**config.mk**
```make
export PLATFORM = sky130hd
export DESIGN_NAME = p7om_pin7_output
export DESIGN_NICKNAME = d
export VERILOG_FILES = /design/src/hdl/p7om_pkg.sv /design/src/hdl/p7om_pin7_output.sv /design/src/hdl/p7om_source_mux.sv
export SDC_FILE = /design/constraint.sdc
export NUM_CORES = 1
export LEC_CHECK = 0
export ABC_CLOCK_PERIOD_IN_PS = 2300
export BUFFER_PORTS_ARGS = -buffer_cell sky130_fd_sc_hd__buf_2
export CAP_MARGIN = 20
export CORE_AREA = 2 2 67 69
export CTS_CLUSTER_DIAMETER = 120
export DETAILED_ROUTE_END_ITERATION = 10
export DIE_AREA = 0 0 69 71
export PLACE_DENSITY = 0.91
export SLEW_MARGIN = 20
export SYNTH_ARGS = -nofsm -noshare
export SYNTH_HDL_FRONTEND = slang
export SYNTH_HIERARCHICAL = 1
export SYNTH_SLANG_ARGS = --single-unit
```
**constraint.sdc**
```tcl
create_clock -name sys_clk -period 2.3 [get_ports sys_clk]
set_input_delay 0.575 -clock sys_clk [delete_from_list [all_inputs] [get_ports sys_clk]]
set_output_delay 0.575 -clock sys_clk [all_outputs]
set_load 0.02 [all_outputs]
```
**src/hdl/p7om_pkg.sv**
```systemverilog
// Purpose: Shared constants and carriers for the pin 7 output source mux
// Assumes: Registers are 8 bits wide, word aligned on a 32-bit Wishbone bus
// Notes:   Byte address of a register is four times its index
package p7om_pkg;

    localparam int            WB_ADR_W   = 8;
    localparam int            WB_DAT_W   = 32;
    localparam int            NUM_RX     = 4;
    localparam logic [7:0]    CTRL_IDX   = 8'h17;
    localparam logic [7:0]    STAT_IDX   = 8'h30;
    localparam logic [7:0]    CTRL_RST   = 8'h00;
    localparam int            SEL_LSB    = 5;
    localparam int            SRC_LSB    = 2;
    localparam int            VAL_BIT    = 1;
    localparam int            EN_BIT     = 0;
    localparam int            ST_OE_BIT  = 0;
    localparam int            ST_OUT_BIT = 1;
    localparam int            ST_IN_BIT  = 2;
    localparam int            ST_RSV_BIT = 3;

    localparam logic [2:0]    SRC_DEV    = 3'h4;
    localparam logic [2:0]    SRC_TX     = 3'h6;
    localparam logic [2:0]    SEL_LOCK   = 3'h4;
    localparam logic [2:0]    SEL_PASS   = 3'h5;
    localparam logic [2:0]    SEL_FV     = 3'h6;
    localparam logic [2:0]    SEL_LV     = 3'h7;
    localparam logic [2:0]    DSEL_VAL   = 3'h0;
    localparam logic [2:0]    DSEL_LOCK  = 3'h1;
    localparam logic [2:0]    DSEL_PASSA = 3'h2;
    localparam logic [2:0]    DSEL_PASSB = 3'h3;
    localparam logic [2:0]    DSEL_FS    = 3'h4;
    localparam logic [2:0]    TSEL_AND   = 3'h0;
    localparam logic [2:0]    TSEL_OR    = 3'h1;
    localparam logic [2:0]    TSEL_FV    = 3'h2;
    localparam logic [2:0]    TSEL_LV    = 3'h3;
    localparam logic [2:0]    TSEL_SYNC  = 3'h4;
    localparam logic [2:0]    TSEL_IRQ   = 3'h5;

    typedef struct packed {
        logic [2:0] pin7_signal_select;
        logic [2:0] pin7_source_group;
        logic       pin7_static_value;
        logic       pin7_drive_enable;
    } p7om_ctrl_s;

    typedef struct packed {
        logic [3:0] remote_pin;
        logic       lock;
        logic       pass;
        logic       frame_valid;
        logic       line_valid;
    } p7om_rx_s;

    typedef struct packed {
        logic [3:0] pass_select;
        logic       frame_valid;
        logic       line_valid;
        logic       synced;
        logic       irq;
    } p7om_tx_s;

    // Empty mask gives 0 so an idle hub never reports pass
    function automatic logic and_masked(input logic [3:0] v, input logic [3:0] m);
        and_masked = (|m) & (&(v | ~m));
    endfunction

    function automatic logic or_masked(input logic [3:0] v, input logic [3:0] m);
        or_masked = |(v & m);
    endfunction

endpackage

```
**src/hdl/p7om_pin7_output.sv**
```systemverilog
// Purpose: Control register, Wishbone slave and pin driver for general_pin_seven
// Assumes: Classic Wishbone, 32-bit data; all sources synchronous to sys_clk
// Notes:   Pin level and enable are registered, one cycle behind the sources
`timescale 1ns/100ps

module p7om_pin7_output
(
    input  wire logic                            sys_clk,
    input  wire logic                            reset_n,
    input  wire logic [p7om_pkg::WB_ADR_W-1:0]   wb_adr_i,
    input  wire logic [p7om_pkg::WB_DAT_W-1:0]   wb_dat_i,
    input  wire logic [3:0]                      wb_sel_i,
    input  wire logic                            wb_we_i,
    input  wire logic                            wb_cyc_i,
    input  wire logic                            wb_stb_i,
    output logic      [p7om_pkg::WB_DAT_W-1:0]   wb_dat_o,
    output logic                                 wb_ack_o,
    input  p7om_pkg::p7om_rx_s                   rx_status [p7om_pkg::NUM_RX],
    input  wire logic [3:0]                      rx_port_enable,
    input  wire logic                            frame_sync_pulse,
    input  p7om_pkg::p7om_tx_s                   tx_status,
    input  wire logic                            pin_in,
    output logic                                 pin_out,
    output logic                                 pin_oe
);

    p7om_pkg::p7om_ctrl_s ctrl_r;
    logic                 ack_r;
    logic [p7om_pkg::WB_DAT_W-1:0] rdata_r;
    logic                 pin_out_r;
    logic                 pin_oe_r;
    logic                 pin_meta_r;
    logic                 pin_sync_r;
    logic                 reserved_r;
    logic                 level;
    logic                 reserved;
    logic                 req;
    logic                 hit_ctrl;
    logic                 hit_stat;
    logic [7:0]           wbyte;
    logic [7:0]           stat_word;

    assign req      = wb_cyc_i & wb_stb_i & ~ack_r;
    assign hit_ctrl = (wb_adr_i == p7om_pkg::WB_ADR_W'({p7om_pkg::CTRL_IDX, 2'b00}));
    assign hit_stat = (wb_adr_i == p7om_pkg::WB_ADR_W'({p7om_pkg::STAT_IDX, 2'b00}));
    assign wbyte    = wb_dat_i[7:0];
    assign wb_ack_o = ack_r;
    assign wb_dat_o = rdata_r;
    assign pin_out  = pin_out_r;
    assign pin_oe   = pin_oe_r;

    always_comb
    begin
        stat_word                       = 8'h00;
        stat_word[p7om_pkg::ST_OE_BIT]  = pin_oe_r;
        stat_word[p7om_pkg::ST_OUT_BIT] = pin_out_r;
        stat_word[p7om_pkg::ST_IN_BIT]  = pin_sync_r;
        stat_word[p7om_pkg::ST_RSV_BIT] = reserved_r;
    end

    // Bus handshake: one-cycle ack, dropped the cycle after
    always_ff @(posedge sys_clk or negedge reset_n)
    begin
        if (!reset_n)
            ack_r <= 1'b0;
        else
            ack_r <= req;
    end

    // Unmapped addresses still ack, reading zero, so a stray access never hangs
    always_ff @(posedge sys_clk or negedge reset_n)
    begin
        if (!reset_n)
            rdata_r <= '0;
        else if (req && !wb_we_i)
        begin
            if (hit_ctrl)
                rdata_r <= p7om_pkg::WB_DAT_W'(ctrl_r);
            else if (hit_stat)
                rdata_r <= p7om_pkg::WB_DAT_W'(stat_word);
            else
                rdata_r <= '0;
        end
    end

    // Control register; status word is read only
    always_ff @(posedge sys_clk or negedge reset_n)
    begin
        if (!reset_n)
            ctrl_r <= p7om_pkg::CTRL_RST;
        else if (req && wb_we_i && wb_sel_i[0] && hit_ctrl)
            ctrl_r <= wbyte;
    end

    // Pin readback passes two flops before anything samples it
    always_ff @(posedge sys_clk or negedge reset_n)
    begin
        if (!reset_n)
        begin
            pin_meta_r <= 1'b0;
            pin_sync_r <= 1'b0;
        end
        else
        begin
            pin_meta_r <= pin_in;
            pin_sync_r <= pin_meta_r;
        end
    end

    p7om_source_mux u_mux
    (
        .ctrl             (ctrl_r),
        .rx_status        (rx_status),
        .rx_port_enable   (rx_port_enable),
        .frame_sync_pulse (frame_sync_pulse),
        .tx_status        (tx_status),
        .level            (level),
        .reserved         (reserved)
    );

    // Registered drive keeps the pin glitch free while the mux settles
    always_ff @(posedge sys_clk or negedge reset_n)
    begin
        if (!reset_n)
        begin
            pin_out_r  <= 1'b0;
            pin_oe_r   <= 1'b0;
            reserved_r <= 1'b0;
        end
        else
        begin
            pin_out_r  <= level & ~reserved;
            pin_oe_r   <= ctrl_r.pin7_drive_enable;
            reserved_r <= reserved;
        end
    end

    // Helper terms for the checks below
    p7om_pkg::p7om_rx_s pick_rx;
    logic               is_rx_grp;
    logic               exp_remote;
    logic               is_static;
    logic               is_fs;
    logic               is_tx_fv;
    logic               is_tx_irq;
    logic               is_dev_pass;
    logic               dev_pass_all;
    logic               dev_lock_any;
    logic               is_dev_lock;
    logic               is_tx_and;
    logic               is_tx_or;
    logic               is_tx_lv;
    logic               is_tx_sync;
    logic               is_rsv_sel;
    logic               tx_pass_all;
    logic               tx_pass_any;

    assign pick_rx     = rx_status[ctrl_r.pin7_source_group[1:0]];
    assign is_rx_grp   = ~ctrl_r.pin7_source_group[2];
    assign exp_remote  = pick_rx.remote_pin[ctrl_r.pin7_signal_select[1:0]];
    assign is_static   = (ctrl_r.pin7_source_group == p7om_pkg::SRC_DEV)
                       && (ctrl_r.pin7_signal_select == p7om_pkg::DSEL_VAL);
    assign is_fs       = (ctrl_r.pin7_source_group == p7om_pkg::SRC_DEV)
                       && (ctrl_r.pin7_signal_select == p7om_pkg::DSEL_FS);
    assign is_dev_lock = (ctrl_r.pin7_source_group == p7om_pkg::SRC_DEV)
                       && (ctrl_r.pin7_signal_select == p7om_pkg::DSEL_LOCK);
    assign is_dev_pass = (ctrl_r.pin7_source_group == p7om_pkg::SRC_DEV)
                       && (ctrl_r.pin7_signal_select[2:1] == 2'b01);
    assign is_tx_fv    = (ctrl_r.pin7_source_group == p7om_pkg::SRC_TX)
                       && (ctrl_r.pin7_signal_select == p7om_pkg::TSEL_FV);
    assign is_tx_irq   = (ctrl_r.pin7_source_group == p7om_pkg::SRC_TX)
                       && (ctrl_r.pin7_signal_select == p7om_pkg::TSEL_IRQ);
    assign is_tx_and   = (ctrl_r.pin7_source_group == p7om_pkg::SRC_TX)
                       && (ctrl_r.pin7_signal_select == p7om_pkg::TSEL_AND);
    assign is_tx_or    = (ctrl_r.pin7_source_group == p7om_pkg::SRC_TX)
                       && (ctrl_r.pin7_signal_select == p7om_pkg::TSEL_OR);
    assign is_tx_lv    = (ctrl_r.pin7_source_group == p7om_pkg::SRC_TX)
                       && (ctrl_r.pin7_signal_select == p7om_pkg::TSEL_LV);
    assign is_tx_sync  = (ctrl_r.pin7_source_group == p7om_pkg::SRC_TX)
                       && (ctrl_r.pin7_signal_select == p7om_pkg::TSEL_SYNC);
    assign is_rsv_sel  = ((ctrl_r.pin7_source_group == p7om_pkg::SRC_DEV)
                       && (ctrl_r.pin7_signal_select > p7om_pkg::DSEL_FS))
                       || ((ctrl_r.pin7_source_group == p7om_pkg::SRC_TX)
                       && (ctrl_r.pin7_signal_select[2:1] == 2'b11));

    always_comb
    begin
        dev_pass_all = |rx_port_enable;
        dev_lock_any = 1'b0;
        tx_pass_all  = |tx_status.pass_select;
        tx_pass_any  = 1'b0;
        for (int i = 0; i < p7om_pkg::NUM_RX; i++)
        begin
            if (tx_status.pass_select[i] && !rx_status[i].pass)
                tx_pass_all = 1'b0;
            if (tx_status.pass_select[i] && rx_status[i].pass)
                tx_pass_any = 1'b1;
            if (rx_port_enable[i] && !rx_status[i].pass)
                dev_pass_all = 1'b0;
            if (rx_port_enable[i] && rx_status[i].lock)
                dev_lock_any = 1'b1;
        end
    end

    AST_ACK_ONE_SHOT:
    assert property (@(posedge sys_clk) disable iff (!reset_n)
        (wb_cyc_i && wb_stb_i && !wb_ack_o) |=> wb_ack_o ##1 !wb_ack_o)
    else $error("Wishbone ack not a single cycle after request");

    AST_RESET_DEFAULT:
    assert property (@(posedge sys_clk)
        $rose(reset_n) |-> (ctrl_r == p7om_pkg::CTRL_RST) && !pin_oe)
    else $error("Control fields or driver not cleared by reset");

    AST_DRIVE_ENABLE:
    assert property (@(posedge sys_clk) disable iff (!reset_n)
        ##1 (pin_oe == $past(ctrl_r.pin7_drive_enable)))
    else $error("Pin enable does not follow the enable bit");

    AST_RX_REMOTE_PIN:
    assert property (@(posedge sys_clk) disable iff (!reset_n)
        (is_rx_grp && !ctrl_r.pin7_signal_select[2]) |=> (pin_out == $past(exp_remote)))
    else $error("Remote pin not passed from chosen receive port");

    AST_RX_LOCK:
    assert property (@(posedge sys_clk) disable iff (!reset_n)
        (is_rx_grp && ctrl_r.pin7_signal_select == p7om_pkg::SEL_LOCK)
        |=> (pin_out == $past(pick_rx.lock)))
    else $error("Receive port lock not on pin");

    AST_STATIC_VALUE:
    assert property (@(posedge sys_clk) disable iff (!reset_n)
        is_static |=> (pin_out == $past(ctrl_r.pin7_static_value)))
    else $error("Static value bit not on pin");

    AST_DEV_LOCK_OR:
    assert property (@(posedge sys_clk) disable iff (!reset_n)
        is_dev_lock |=> (pin_out == $past(dev_lock_any)))
    else $error("Enabled lock OR wrong on pin");

    AST_DEV_PASS_AND:
    assert property (@(posedge sys_clk) disable iff (!reset_n)
        is_dev_pass |=> (pin_out == $past(dev_pass_all)))
    else $error("Enabled pass AND wrong on pin");

    AST_FRAME_SYNC:
    assert property (@(posedge sys_clk) disable iff (!reset_n)
        is_fs |=> (pin_out == $past(frame_sync_pulse)))
    else $error("Frame sync pulse not on pin");

    AST_TX_FRAME_VALID:
    assert property (@(posedge sys_clk) disable iff (!reset_n)
        is_tx_fv |=> (pin_out == $past(tx_status.frame_valid)))
    else $error("Transmit frame valid not on pin");

    AST_TX_IRQ:
    assert property (@(posedge sys_clk) disable iff (!reset_n)
        is_tx_irq |=> (pin_out == $past(tx_status.irq)))
    else $error("Transmit interrupt not on pin");

    AST_TX_PASS_AND:
    assert property (@(posedge sys_clk) disable iff (!reset_n)
        is_tx_and |=> (pin_out == $past(tx_pass_all)))
    else $error("Selected pass AND wrong on pin");

    AST_RESERVED_LOW:
    assert property (@(posedge sys_clk) disable iff (!reset_n)
        (ctrl_r.pin7_source_group inside {3'h5, 3'h7}) |=> !pin_out && reserved_r)
    else $error("Reserved source code does not drive low");

    AST_SOURCE_DECODE:
    assert property (@(posedge sys_clk) disable iff (!reset_n)
        (ctrl_r.pin7_source_group == p7om_pkg::SRC_DEV)
        && (ctrl_r.pin7_signal_select == 3'h7) |=> reserved_r)
    else $error("Reserved status select not flagged");

    AST_WRITE_STORES:
    assert property (@(posedge sys_clk) disable iff (!reset_n)
        (wb_cyc_i && wb_stb_i && !wb_ack_o && wb_we_i && wb_sel_i[0] && hit_ctrl)
        |=> (ctrl_r == $past(wbyte)) && wb_ack_o)
    else $error("Control write not stored at ack");

    AST_RX_PASS:
    assert property (@(posedge sys_clk) disable iff (!reset_n)
        (is_rx_grp && ctrl_r.pin7_signal_select == p7om_pkg::SEL_PASS)
        |=> (pin_out == $past(pick_rx.pass)))
    else $error("Receive port pass not on pin");

    AST_RX_FRAME_VALID:
    assert property (@(posedge sys_clk) disable iff (!reset_n)
        (is_rx_grp && ctrl_r.pin7_signal_select == p7om_pkg::SEL_FV)
        |=> (pin_out == $past(pick_rx.frame_valid)))
    else $error("Receive port frame valid not on pin");

    AST_RX_LINE_VALID:
    assert property (@(posedge sys_clk) disable iff (!reset_n)
        (is_rx_grp && ctrl_r.pin7_signal_select == p7om_pkg::SEL_LV)
        |=> (pin_out == $past(pick_rx.line_valid)))
    else $error("Receive port line valid not on pin");

    AST_TX_PASS_OR:
    assert property (@(posedge sys_clk) disable iff (!reset_n)
        is_tx_or |=> (pin_out == $past(tx_pass_any)))
    else $error("Selected pass OR wrong on pin");

    AST_TX_LINE_VALID:
    assert property (@(posedge sys_clk) disable iff (!reset_n)
        is_tx_lv |=> (pin_out == $past(tx_status.line_valid)))
    else $error("Transmit line valid not on pin");

    AST_TX_SYNC:
    assert property (@(posedge sys_clk) disable iff (!reset_n)
        is_tx_sync |=> (pin_out == $past(tx_status.synced)))
    else $error("Synchronized flag not on pin");

    AST_RESERVED_SELECT:
    assert property (@(posedge sys_clk) disable iff (!reset_n)
        is_rsv_sel |=> !pin_out && reserved_r)
    else $error("Reserved select code does not drive low");

    AST_WRITE_NEEDS_SEL:
    assert property (@(posedge sys_clk) disable iff (!reset_n)
        (wb_cyc_i && wb_stb_i && !wb_ack_o && wb_we_i && !wb_sel_i[0]) |=> $stable(ctrl_r))
    else $error("Control changed by a write without its byte lane");

    AST_READ_CONTROL:
    assert property (@(posedge sys_clk) disable iff (!reset_n)
        (wb_cyc_i && wb_stb_i && !wb_ack_o && !wb_we_i && hit_ctrl)
        |=> (wb_dat_o == p7om_pkg::WB_DAT_W'($past(ctrl_r))))
    else $error("Control read returns a different value");

endmodule // p7om_pin7_output

```
**src/hdl/p7om_source_mux.sv**
```systemverilog
// Purpose: Picks the level for general_pin_seven from the programmed group
// Assumes: All sources are on sys_clk
// Notes:   Purely combinational; the top registers the result
`timescale 1ns/100ps
module p7om_source_mux
(
    input  p7om_pkg::p7om_ctrl_s ctrl,
    input  p7om_pkg::p7om_rx_s   rx_status [p7om_pkg::NUM_RX],
    input  wire logic [3:0]      rx_port_enable,
    input  wire logic            frame_sync_pulse,
    input  p7om_pkg::p7om_tx_s   tx_status,
    output logic                 level,
    output logic                 reserved
);

    logic [3:0]         lock_v;
    logic [3:0]         pass_v;
    p7om_pkg::p7om_rx_s port;

    always_comb
    begin
        for (int i = 0; i < p7om_pkg::NUM_RX; i++)
        begin
            lock_v[i] = rx_status[i].lock;
            pass_v[i] = rx_status[i].pass;
        end
    end

    always_comb
    begin
        level    = 1'b0;
        reserved = 1'b0;
        port     = rx_status[ctrl.pin7_source_group[1:0]];
        if (!ctrl.pin7_source_group[2])
        begin
            case (ctrl.pin7_signal_select)
                p7om_pkg::SEL_LOCK: level = port.lock;
                p7om_pkg::SEL_PASS: level = port.pass;
                p7om_pkg::SEL_FV:   level = port.frame_valid;
                p7om_pkg::SEL_LV:   level = port.line_valid;
                default:            level = port.remote_pin[ctrl.pin7_signal_select[1:0]];
            endcase
        end
        else if (ctrl.pin7_source_group == p7om_pkg::SRC_DEV)
        begin
            case (ctrl.pin7_signal_select)
                p7om_pkg::DSEL_VAL:   level = ctrl.pin7_static_value;
                p7om_pkg::DSEL_LOCK:  level = p7om_pkg::or_masked(lock_v, rx_port_enable);
                p7om_pkg::DSEL_PASSA: level = p7om_pkg::and_masked(pass_v, rx_port_enable);
                p7om_pkg::DSEL_PASSB: level = p7om_pkg::and_masked(pass_v, rx_port_enable);
                p7om_pkg::DSEL_FS:    level = frame_sync_pulse;
                default:              reserved = 1'b1;
            endcase
        end
        else if (ctrl.pin7_source_group == p7om_pkg::SRC_TX)
        begin
            case (ctrl.pin7_signal_select)
                p7om_pkg::TSEL_AND:  level = p7om_pkg::and_masked(pass_v, tx_status.pass_select);
                p7om_pkg::TSEL_OR:   level = p7om_pkg::or_masked(pass_v, tx_status.pass_select);
                p7om_pkg::TSEL_FV:   level = tx_status.frame_valid;
                p7om_pkg::TSEL_LV:   level = tx_status.line_valid;
                p7om_pkg::TSEL_SYNC: level = tx_status.synced;
                p7om_pkg::TSEL_IRQ:  level = tx_status.irq;
                default:             reserved = 1'b1;
            endcase
        end
        else
        begin
            reserved = 1'b1;
        end
    end

endmodule // p7om_source_mux

```
# Word level (Yosys, flattened, before mapping)
# Index checks and enable logic that the tools add are counted.
# Widths: inputs -> output; s select.
[totals] ff_bits=46 inputBits=95 output_inout_bits=35
[classes] n_lt_le_gt_ge=2 eq_ne=11 mux=18 n_bitwise=14 n_reduce_logical=15
[op_table] op="$mux 8" n=3
[op_table] op="$eq 3x3->1 const B" n=6
[op_table] op="$bmux 8 s2" n=1
[op_table] op="$reduce_or 4->1" n=4
[op_table] op="$mux 1" n=9
[op_table] op="$and 4x4->4" n=2
[op_table] op="$eq 8x7->1 const B" n=1
[op_table] op="$eq 8x8->1 const B" n=1
[op_table] op="$not 4->4" n=2
[op_table] op="$or 4x4->4" n=2
[op_table] op="$pmux 1 s4" n=2
[op_table] op="$reduce_and 4->1" n=2
[op_table] op="$eq 3x2->1 const B" n=2
[op_table] op="$pmux 1 s6" n=1
[op_table] op="$reduce_or 6->1" n=1
[op_table] op="$and 1x1->1" n=5
[op_table] op="$reduce_or 5->1" n=1
[op_table] op="$logic_and 1x1->1" n=4
[op_table] op="$mux 4" n=1
[op_table] op="$eq 3x1->1 const B" n=1
[op_table] op="$ge 3x3->1 const B" n=1
[op_table] op="$logic_not 3->1" n=1
[op_table] op="$lt 2x3->1 const B" n=1
[op_table] op="$not 2->3" n=1
[op_table] op="other kinds (4)" n=5

# Depth between registers and ports, before layout
# Gate-level depths: netlist of run 1.
[logic_depth] depth_word=9 depth_mapped=7 depth_no_buf=6

# Hierarchy
# Netlist of run 1, hierarchy kept.
[modules_own_cells] module="p7om_pin7_output" instances=1 cells_per_inst=79 area_per_inst_um2=1029.7
[modules_own_cells] module="p7om_source_mux" instances=1 cells_per_inst=56 area_per_inst_um2=546.8

# Worst setup path before layout of run 1
# No wires, ideal clock.
[synth_timing] path_kind="reg2reg" start="register ctrl_r[2] (netlist bit)" end="register pin_out_r, in the netlist pin_out" setup_ps=118 arrival_ps=2019 required_time_ps=2182 setup_slack_ps=164 stages_incl_launch_ff=7 period_less_slack_ps=2136 path_cell_list="dfrtp_1 -> buf_6 -> mux4_1 -> mux4_2 -> mux2_4 -> a2bb2oi_1 -> nor2b_1"
[synth_between] elab_chain_cells=9 word_cells_on_any_way=17
[synth_lines] item="start: declaration" line_no="p7om_pin7_output.sv:27" text="p7om_pkg::p7om_ctrl_s ctrl_r;"
[synth_lines] item="start signal: assignment" line_no="p7om_pin7_output.sv:90" text="ctrl_r <= p7om_pkg::CTRL_RST;"
[synth_lines] item="start signal: assignment" line_no="p7om_pin7_output.sv:92" text="ctrl_r <= wbyte;"
[synth_lines] item="$not 2->3"
[synth_lines] item="$bmux 8 s2" line_no="p7om_source_mux.sv:33" text="port = rx_status[ctrl.pin7_source_group[1:0]];"
[synth_lines] item="$mux 8 (not written as such) (2 in a row)" line_no="p7om_source_mux.sv:33"
[synth_lines] item="$bmux 1 s2"
[synth_lines] item="$mux 1 (not written as such)" line_no="p7om_source_mux.sv:41" text="default: level = port.remote_pin[ctrl.pin7_signal_select[1:0]];"
[synth_lines] item="$pmux 1 s4" line_no="p7om_source_mux.sv:36" text="case (ctrl.pin7_signal_select)"
[synth_lines] item="$mux 1 *" line_no="p7om_source_mux.sv:34" text="if (!ctrl.pin7_source_group[2])"
[synth_lines] item="via level" line_no="p7om_pin7_output.sv:35" text="logic level;"
[synth_lines] item="$and 1x1->1 *" line_no="p7om_pin7_output.sv:132" text="pin_out_r <= level & ~reserved;"
[synth_lines] item="end signal: assignment" line_no="p7om_pin7_output.sv:132"
[synth_lines] item="end: declaration" line_no="p7om_pin7_output.sv:30" text="logic pin_out_r;"
# The timed path passes the listed nets; every way through them passes the cells marked *. The select of a mux whose other input is x is not followed.
# A chain may end at the register's enable or synchronous reset.

# Worst setup path in the final report of run 1
# Ends and elaborated chain as after synthesis.

==> results of run 1 <==
## synthesized netlist by cell type
| master | n | area (sq um) |
|---|---|---|
| sky130_fd_sc_hd__dfrtp_1 | 22 | 551 |
| sky130_fd_sc_hd__mux2_2 | 8 | 90.1 |
| sky130_fd_sc_hd__nor2_1 | 1 | 3.75 |
| sky130_fd_sc_hd__a222oi_1 | 1 | 10.0 |
| sky130_fd_sc_hd__nor3_2 | 1 | 10.0 |
| sky130_fd_sc_hd__nand3_1 | 1 | 5.00 |
| sky130_fd_sc_hd__o21a_1 | 2 | 15.0 |
| sky130_fd_sc_hd__buf_6 | 1 | 11.3 |
| sky130_fd_sc_hd__or4b_4 | 1 | 13.8 |
| sky130_fd_sc_hd__mux2i_1 | 2 | 20.0 |
| sky130_fd_sc_hd__mux2_4 | 1 | 15.0 |
| sky130_fd_sc_hd__mux4_2 | 2 | 45.0 |
| sky130_fd_sc_hd__o21ai_0 | 2 | 10.0 |
| sky130_fd_sc_hd__o211ai_1 | 1 | 7.51 |
| sky130_fd_sc_hd__o311ai_0 | 1 | 8.76 |
| sky130_fd_sc_hd__buf_4 | 24 | 180 |
| sky130_fd_sc_hd__inv_1 | 4 | 15.0 |
| sky130_fd_sc_hd__nand4bb_1 | 1 | 11.3 |
| sky130_fd_sc_hd__a21oi_1 | 3 | 15.0 |
| sky130_fd_sc_hd__nand2_1 | 2 | 7.51 |
| sky130_fd_sc_hd__or2_2 | 1 | 6.26 |
| sky130_fd_sc_hd__nor2b_1 | 4 | 25.0 |
| sky130_fd_sc_hd__nor3_1 | 3 | 15.0 |
| sky130_fd_sc_hd__o41ai_1 | 1 | 8.76 |
| sky130_fd_sc_hd__mux4_1 | 7 | 184 |
| sky130_fd_sc_hd__a221o_1 | 4 | 40.0 |
| sky130_fd_sc_hd__a22oi_1 | 1 | 7.51 |
| sky130_fd_sc_hd__a41oi_1 | 1 | 8.76 |
| sky130_fd_sc_hd__a2bb2oi_1 | 1 | 8.76 |
| sky130_fd_sc_hd__and3_1 | 1 | 6.26 |
| sky130_fd_sc_hd__nand2b_1 | 5 | 31.3 |
| sky130_fd_sc_hd__nor4b_1 | 1 | 8.76 |
| sky130_fd_sc_hd__nand3b_1 | 2 | 15.0 |
| sky130_fd_sc_hd__or4b_2 | 1 | 10.0 |
| sky130_fd_sc_hd__and2_0 | 4 | 25.0 |
| sky130_fd_sc_hd__a221oi_1 | 3 | 26.3 |
| sky130_fd_sc_hd__a22o_1 | 6 | 52.6 |
| sky130_fd_sc_hd__nor4_4 | 1 | 21.3 |
| sky130_fd_sc_hd__nand4b_1 | 1 | 8.76 |
| sky130_fd_sc_hd__clkbuf_1 | 5 | 18.8 |
| sky130_fd_sc_hd__conb_1 | 1 | 3.75 |
## what timing repair did
action / in CTS / in global routing
setup endpoints to repair: 0 / 1
resized for setup: 0 / 1
hold endpoints to repair: 0 / 0
## cell type report
cell class              count  area [sq um]
well taps                  52          65.1
inverters                   4          15.0
multi-input cells         102           887
flip-flops and latches     22           552
clock buffers               3          41.3
repair buffers             89           473
fillers                   405          2170
## worst max path at each step
stage	depth (start not counted)	endpoint	startpoint	slack [ns]
finish	7	pin_out	ctrl_r[2]	0.12
global route	7	pin_out	ctrl_r[2]	0.05
CTS	7	pin_out	ctrl_r[2]	0.07
detailed placement	6	pin_out	rx_status[3]	0.002
global placement	6	pin_out	rx_status[3]	0.007
floorplan	6	pin_out	ctrl_r[2]	0.16
## report_power, final
part | total (mW) | internal (mW) | switching, mW
clock | 0.223 | 0.116 | 0.106
sequential | 0.396 | 0.391 | 0.00409
combinational | 0.162 | 0.0769 | 0.0852
total | 0.780 | 0.585 | 0.196
## critical path: cells and delay by family (launching register included)
kind / cells / cell delay (ns)
multiplexers: 3 / 1.04
buffers and inverters: 1 / 0.21
AO/OA/AOI/OAI: 2 / 0.24
flip-flops: 1 / 0.44
AND/OR/NAND/NOR: 1 / 0.14
## logic make-up (layout without fill, tap and decap cells)
| logic type | Yosys count | after routing | synth area share, % |
|---|---|---|---|
| buf+inv | 34 | 96 | 14.3 |
| other cells | 1 | 24 | 0.238 |
| compound gates | 27 | 27 | 13.9 |
| mux | 20 | 20 | 22.5 |
| flops | 22 | 22 | 34.9 |
| simple gates | 31 | 31 | 14.2 |
## registers in the layout, summed over array words and instances, names as in the netlist
register	cells
ctrl_r	8
wb_dat_o	8
pin_meta_r	1
pin_oe	1
pin_out	1
pin_sync_r	1
reserved_r	1
wb_ack_o	1
## through the flow
stage                     power, mW  hold WS, ns  area [sq um]  std cells
after floorplan               0.510        0.279          1660        158
after global placement        0.560        0.345          1990        269
after detailed placement      0.565        0.350          1990        269
after CTS                     0.786        0.285          2030        272
after global routing          0.819        0.313          2030        272
final                         0.780        0.276          2030        272
## metal layers
layer  part of all wire, %  vias up  track usage (%)
li1                      -      644                -
met1                    41      636             17.9
met2                    51       50             25.7
met3                   6.6        4             3.56
met4                   1.2        0             4.14
met5                     0        -                0
==> metrics.txt, run 1 <==
Critical Setup Path Class reg -> reg; buffers inserted during post-CTS setup optimization 0; outcome complete, no violations; critical path data arrival time 2.32 ns; total number of placement rows 24; die boundary height 71 microns; register-to-register path setup slack 0.12 ns; number of antenna cells inserted 0; final setup violating endpoints 0; crit path launch type flop; worst setup slack before clock tree synthesis 0.00220 ns; Synth cell types 41; number of clock sinks 22; power density over the cells 384 nW/um^2; detailed-route via count 1,334; Detailed Routing Iterations Pass 1 4; r2r worst-path depth 7; TritonCTS clock tree built; sequential cell area fraction in the yosys report 34.9%; estimated wirelength of the detail-placed design 3110 microns; most common cell after layout, fill and taps aside sky130_fd_sc_hd__buf_2; # DRC 0; share of final-layout standard cells stronger than drive strength 1 49.5%; min Tclk post-route 2.18 ns; largest net degree at the start of global routing 23; endpoint class of the critical path flop; gp weighted congestion 0.769; CP max stage delay 0.56 ns; max-slew violation count 0; total gr overflow 0; end of the worst register-to-register path pin_out; Routed Antenna Nets 0; root buffer cell sky130_fd_sc_hd__clkbuf_8; count of state elements after synthesis 22; Tot GR Track Use 14.6%; summed instance area of the synthesized netlist 1580 sq um; number of warnings issued by yosys 6; Final Util 48.4%; data required time of the critical path 2.44 ns; RSZ-0062 raised after global routing no; routed wire length 3760 microns; chip width 69 microns; CP max-delay cell sky130_fd_sc_hd__mux4_1; setup slack after layout 0.123 ns; reg-to-reg critical path startpoint ctrl_r[2]; number of ports placed on the die boundary 130; count of final hold-check violations 0; max_slew headroom 65.6%; Clock Skews 0.00140 ns; Starting Density 37.5%; maximum capacitance violations 0; count of nets after finishing 317; worst hold path type in -> async; number of global-route vias before repair 1,323; number of vias per cell after detailed routing 4.90; Critical Path, Cell by Cell buf_4, mux4_1, mux2i_1, o211ai_1, mux2_4, a2bb2oi_1, nor2b_1; Worst VDD drop 0.236 mV; Crit Path Max Fanout 9; Gate Count Post-Synth 135; core region area 4200 sq um; highest achievable clock rate 459 MHz; clock edge transition at the registers on the reported setup and hold paths 0.07 ns; mean area per synthesized cell 11.7 sq um; Port Buffer Count 78; commonest non-fill, non-tap cells in the layout sky130_fd_sc_hd__buf_2 (78), sky130_fd_sc_hd__conb_1 (24), sky130_fd_sc_hd__dfrtp_1 (21); measured slew at the worst slew-check pin 0.512 ns; Iter 0 DRT Violations 60; area enclosed by the die boundary 4900 sq um; total negative slack for setup checks 0 ns; Layout area overhead 29.0%; average detailed-routed wire length per instance 13.8 microns; total leakage power 1.06 nW; number of clock buffers inserted by TritonCTS 3; first-pass GRT wire length 5930 microns; Tcrit/Tclk final 94.6%; H-tree depth reported by CTS 1; antenna violations before repair 0; clock latency of the later-clocked register in the worst-skew pair 0.25 ns; clock tree buffer depth 2; cts hold-fix bufs 0
Note: power is estimated with default switching activity, not from simulation.
==> run 2: changes to the inputs <==
- CELL_PAD_IN_SITES_DETAIL_PLACEMENT: default -> 2
- CELL_PAD_IN_SITES_GLOBAL_PLACEMENT: default -> 2
- CORE_AREA: 2 2 67 69 -> 2 2 90 92
- DIE_AREA: 0 0 69 71 -> 0 0 92 94
==> run 2 against run 1 <==
Wire length up 34%. Die area up 77%. Worst hold slack worse by 0.0091 ns. Sequential share of layout area down 1.2 points. Design area up 4.5%. Non-clock buffer count up 2. Register-to-register slack worse by 0.03 ns. Largest cell class unchanged.
==> metrics.txt, run 2 (same netlist as run 1, synthesis figures left out) <==
outcome complete, no violations; total gr overflow 0; reg-to-reg critical path startpoint ctrl_r[2]; post-detailed-placement cell area 2070 sq um; final setup violating endpoints 0; largest net degree at the start of global routing 23; worst setup slack before clock tree synthesis -0.0733 ns; gp weighted congestion 0.756; max-slew violation count 0; fill cell total of the finished layout 885; highest achievable clock rate 454 MHz; endpoint class of the critical path flop; routed wire length 5030 microns; number of ports placed on the die boundary 130; buffers inserted during post-CTS setup optimization 0; crit path launch type flop; Layout area overhead 34.8%; Worst VDD drop 0.226 mV; H-tree depth reported by CTS 1; Final Util 27.9%; chip width 92 microns; worst hold path type in -> async; count of final hold-check violations 0; share of final-layout standard cells stronger than drive strength 1 50.2%; commonest non-fill, non-tap cells in the layout sky130_fd_sc_hd__buf_2 (78), sky130_fd_sc_hd__conb_1 (24), sky130_fd_sc_hd__dfrtp_1 (21); Tcrit/Tclk final 95.7%; die boundary height 94 microns; Starting Density 20.7%; root buffer cell sky130_fd_sc_hd__clkbuf_8; estimated wirelength of the detail-placed design 4320 microns; Port Buffer Count 78; Tot GR Track Use 11.1%; setup slack after layout 0.0980 ns; area enclosed by the die boundary 8650 sq um; worst setup path start ctrl_r[2]; RSZ-0062 raised after global routing no; total leakage power 1.08 nW; TritonCTS clock tree built; clock edge transition at the registers on the reported setup and hold paths 0.08 ns; Critical Path, Cell by Cell mux4_1, mux4_2, mux2_4, a2bb2oi_1, nor2b_1; number of vias per cell after detailed routing 4.27; Crit Path Max Fanout 5; number of clock sinks 22; data required time of the critical path 2.45 ns; # DRC 0; total chip power 0.833 mW; post-route design area 2120 sq um; Critical Setup Path Class reg -> reg; clock tree buffer depth 2; detailed-route via count 1,389; number of global-route vias before repair 1,413; min Tclk post-route 2.20 ns; critical path data arrival time 2.35 ns; first-pass GRT wire length 7390 microns; Iter 0 DRT Violations 56; CP max stage delay 0.63 ns; average detailed-routed wire length per instance 15.5 microns; most common cell after layout, fill and taps aside sky130_fd_sc_hd__buf_2; core region area 7610 sq um; number of antenna cells inserted 0; count of nets after finishing 319; Routed Antenna Nets 0; CP max-delay cell sky130_fd_sc_hd__mux4_1; maximum capacitance violations 0; number of clock buffers inserted by TritonCTS 3; Clock Skews 0.00370 ns; total number of placement rows 32; clock latency of the later-clocked register in the worst-skew pair 0.25 ns; Detailed Routing Iterations Pass 1 4; power density over the cells 392 nW/um^2; antenna violations before repair 0
## run 2: what timing repair did
action,4_1_cts,5_1_grt
hold buffers,0,0
resized for setup,0,1
endpoints found under the setup margin,0,1
## run 2: cell type report
cell class	instances	area, sq um	share of cell area [%]
Multi-Input combinational cell	102	887	41.8
Sequential cell	22	552	26.0
Timing Repair Buffer	91	488	23.0
Tap cell	102	128	6.01
Clock buffer	4	55.1	2.59
Inverter	4	15.0	0.707
## run 2: layer usage
| metal | GRT usage (%) | routed length, microns | vias to the layer above |
|---|---|---|---|
| met1 | 13.1 | 1990 | 691 |
| met2 | 20.6 | 2730 | 49 |
| met3 | 2.25 | 267 | 2 |
| met4 | 2.61 | 40 | 0 |
| met5 | 0 | 0 | - |
| li1 | - | - | 647 |
## run 2: worst paths after layout
kind | endpoint | slack, ns | depth (start not counted)
worst min register to register | pin_sync_r | 0.36 | 0
worst max-delay path | pin_out | 0.1 | 5
max in group asynchronous | ctrl_r[2] | 1.68 | 1
worst max register to register | pin_out | 0.1 | 5
worst min-delay path | wb_ack_o | 0.27 | 1
min in group sys_clk | pin_sync_r | 0.36 | 0
## run 2: per-stage QoR
step                      hold slack [ns]  TNS, ns  cells
after floorplan                     0.279        0    158
after global placement              0.337  -0.0399    321
after detailed placement            0.339  -0.0733    321
after CTS                           0.280        0    325
after global routing                0.291        0    325
final                               0.267        0    325
## run 2: worst max-delay path: cells and delay by family (launching register included)
| kind | cells | cell delay [ns] |
|---|---|---|
| flops | 1 | 0.45 |
| simple gates | 1 | 0.14 |
| compound gates | 1 | 0.13 |
| mux | 3 | 1.38 |
## run 2: where the power goes
| part | switching [mW] | internal, mW |
|---|---|---|
| Combinational | 0.0904 | 0.0764 |
| Clock | 0.119 | 0.152 |
| Sequential | 0.00406 | 0.391 |
| Total | 0.213 | 0.620 |
==> run 3: changes to the inputs <==
- CELL_PAD_IN_SITES_DETAIL_PLACEMENT: 2 -> 1
- CELL_PAD_IN_SITES_GLOBAL_PLACEMENT: 2 -> 1
- CORE_AREA: 2 2 90 92 -> 2 2 80 82
- DIE_AREA: 0 0 92 94 -> 0 0 82 84
- PLACE_DENSITY: 0.91 -> 0.9
==> run 3 against run 2 <==
Register-to-register slack is essentially flat. Cell count down 8.3%. Sequential power about the same. Combinational power is essentially flat. Worst setup slack improved by 0.0026 ns.
==> metrics.txt, run 3 (same netlist as run 1, synthesis figures left out) <==
outcome complete, no violations; TritonCTS clock tree built; final setup violating endpoints 0; cts hold-fix bufs 0; number of clock sinks 22; clock tree buffer depth 2; Detailed Routing Iterations Pass 1 4; Tcrit/Tclk final 95.6%; total chip power 0.788 mW; dominant delay contributor by cell family on the critical path multiplexers; largest net degree at the start of global routing 23; total number of placement rows 29; clock latency of the later-clocked register in the worst-skew pair 0.25 ns; total leakage power 1.06 nW; Routed Antenna Nets 0; commonest non-fill, non-tap cells in the layout sky130_fd_sc_hd__buf_2 (78), sky130_fd_sc_hd__conb_1 (24), sky130_fd_sc_hd__dfrtp_1 (21); count of nets after finishing 318; power density over the cells 380 nW/um^2; chip width 82 microns; Layout area overhead 31.4%; total gr overflow 0; Critical Setup Path Class reg -> reg; critical path data arrival time 2.35 ns; H-tree depth reported by CTS 1; area enclosed by the die boundary 6890 sq um; core region area 6100 sq um; number of antenna cells inserted 0; estimated wirelength of the detail-placed design 3780 microns; Port Buffer Count 78; r2r worst-path depth 5; Starting Density 25.9%; crit path launch type flop; endpoint class of the critical path flop; detailed-route via count 1,357; number of placed instances with taps included 295; total negative slack for setup checks 0 ns; number of ports placed on the die boundary 130; count of final hold-check violations 0; worst hold path type in -> async; fin cells 298; die boundary height 84 microns; number of clock buffers inserted by TritonCTS 3; number of vias per cell after detailed routing 4.55; WHS 0.273 ns; CP max-delay cell sky130_fd_sc_hd__mux4_1; clock edge transition at the registers on the reported setup and hold paths 0.07 ns; number of global-route vias before repair 1,445; average detailed-routed wire length per instance 14.9 microns; Clock Skews 0.00416 ns; buffering stage count on the worst path with inverters included 0; RSZ-0062 raised after global routing no; Tot GR Track Use 12.9%; logic depth of the worst path, buffers included 5; routed wire length 4430 microns; root buffer cell sky130_fd_sc_hd__clkbuf_8; gp weighted congestion 0.740; share of final-layout standard cells stronger than drive strength 1 49.8%; buffers inserted during post-CTS setup optimization 0; Critical Path, Cell by Cell mux4_1, mux4_2, mux2_4, a2bb2oi_1, nor2b_1; antenna violations before repair 0; Worst VDD drop 0.180 mV; Iter 0 DRT Violations 69; # DRC 0; first-pass GRT wire length 6870 microns; min Tclk post-route 2.20 ns; Crit Path Max Fanout 5; max-slew violation count 0; highest achievable clock rate 455 MHz; most common cell after layout, fill and taps aside sky130_fd_sc_hd__buf_2; data required time of the critical path 2.45 ns; CP max stage delay 0.61 ns; maximum capacitance violations 0
## run 3: cell types whose count changed in the layout (fill, tap and decap cells not counted)
| cell | change |
|---|---|
| sky130_fd_sc_hd__buf_4 | -1 |
| sky130_fd_sc_hd__clkbuf_8 | -1 |
## run 3: metrics by stage
step | worst slack, ns | util [%] | cell area [sq um]
after CTS | 0.0105 | 34.0 | 2070
after floorplan | 0.164 | - | 1660
after global placement | -0.0177 | 33.3 | 2030
final | 0.101 | 34.0 | 2070
after global routing | 0.0772 | 34.0 | 2070
after detailed placement | -0.0567 | 33.3 | 2030
## run 3: final timing paths
check                      startpoint     endpoint  slack [ns]
max in group asynchronous     reset_n    ctrl_r[2]        1.68
min reg2reg                pin_meta_r   pin_sync_r        0.35
max                         ctrl_r[2]      pin_out        0.10
max reg2reg                 ctrl_r[2]      pin_out        0.10
min                           reset_n  wb_dat_o[4]        0.27
min in group sys_clk       pin_meta_r   pin_sync_r        0.35
## run 3: cell type report
class,instances,area (sq um)
Multi-Input combinational cell,102,887
Clock buffer,3,41.3
Tap cell,77,96.3
Sequential cell,22,552
Timing Repair Buffer,90,480
Inverter,4,15.0
Fill cell,744,4020
## run 3: what timing repair did
item,CTS,global route
hold endpoints to repair,0,0
setup endpoints to repair,0,1
gates resized for setup,0,1
## run 3: where the power goes
group | switching, mW | internal, mW
registers | 0.00393 | 0.391
clock network | 0.110 | 0.116
logic | 0.0886 | 0.0770
## run 3: routing by layer
layer,routed length [microns],track usage [%],vias up
met5,0,0,-
met4,27,3.79,0
met3,281,2.60,2
met2,2470,23.6,50
met1,1650,14.6,660
li1,-,-,645
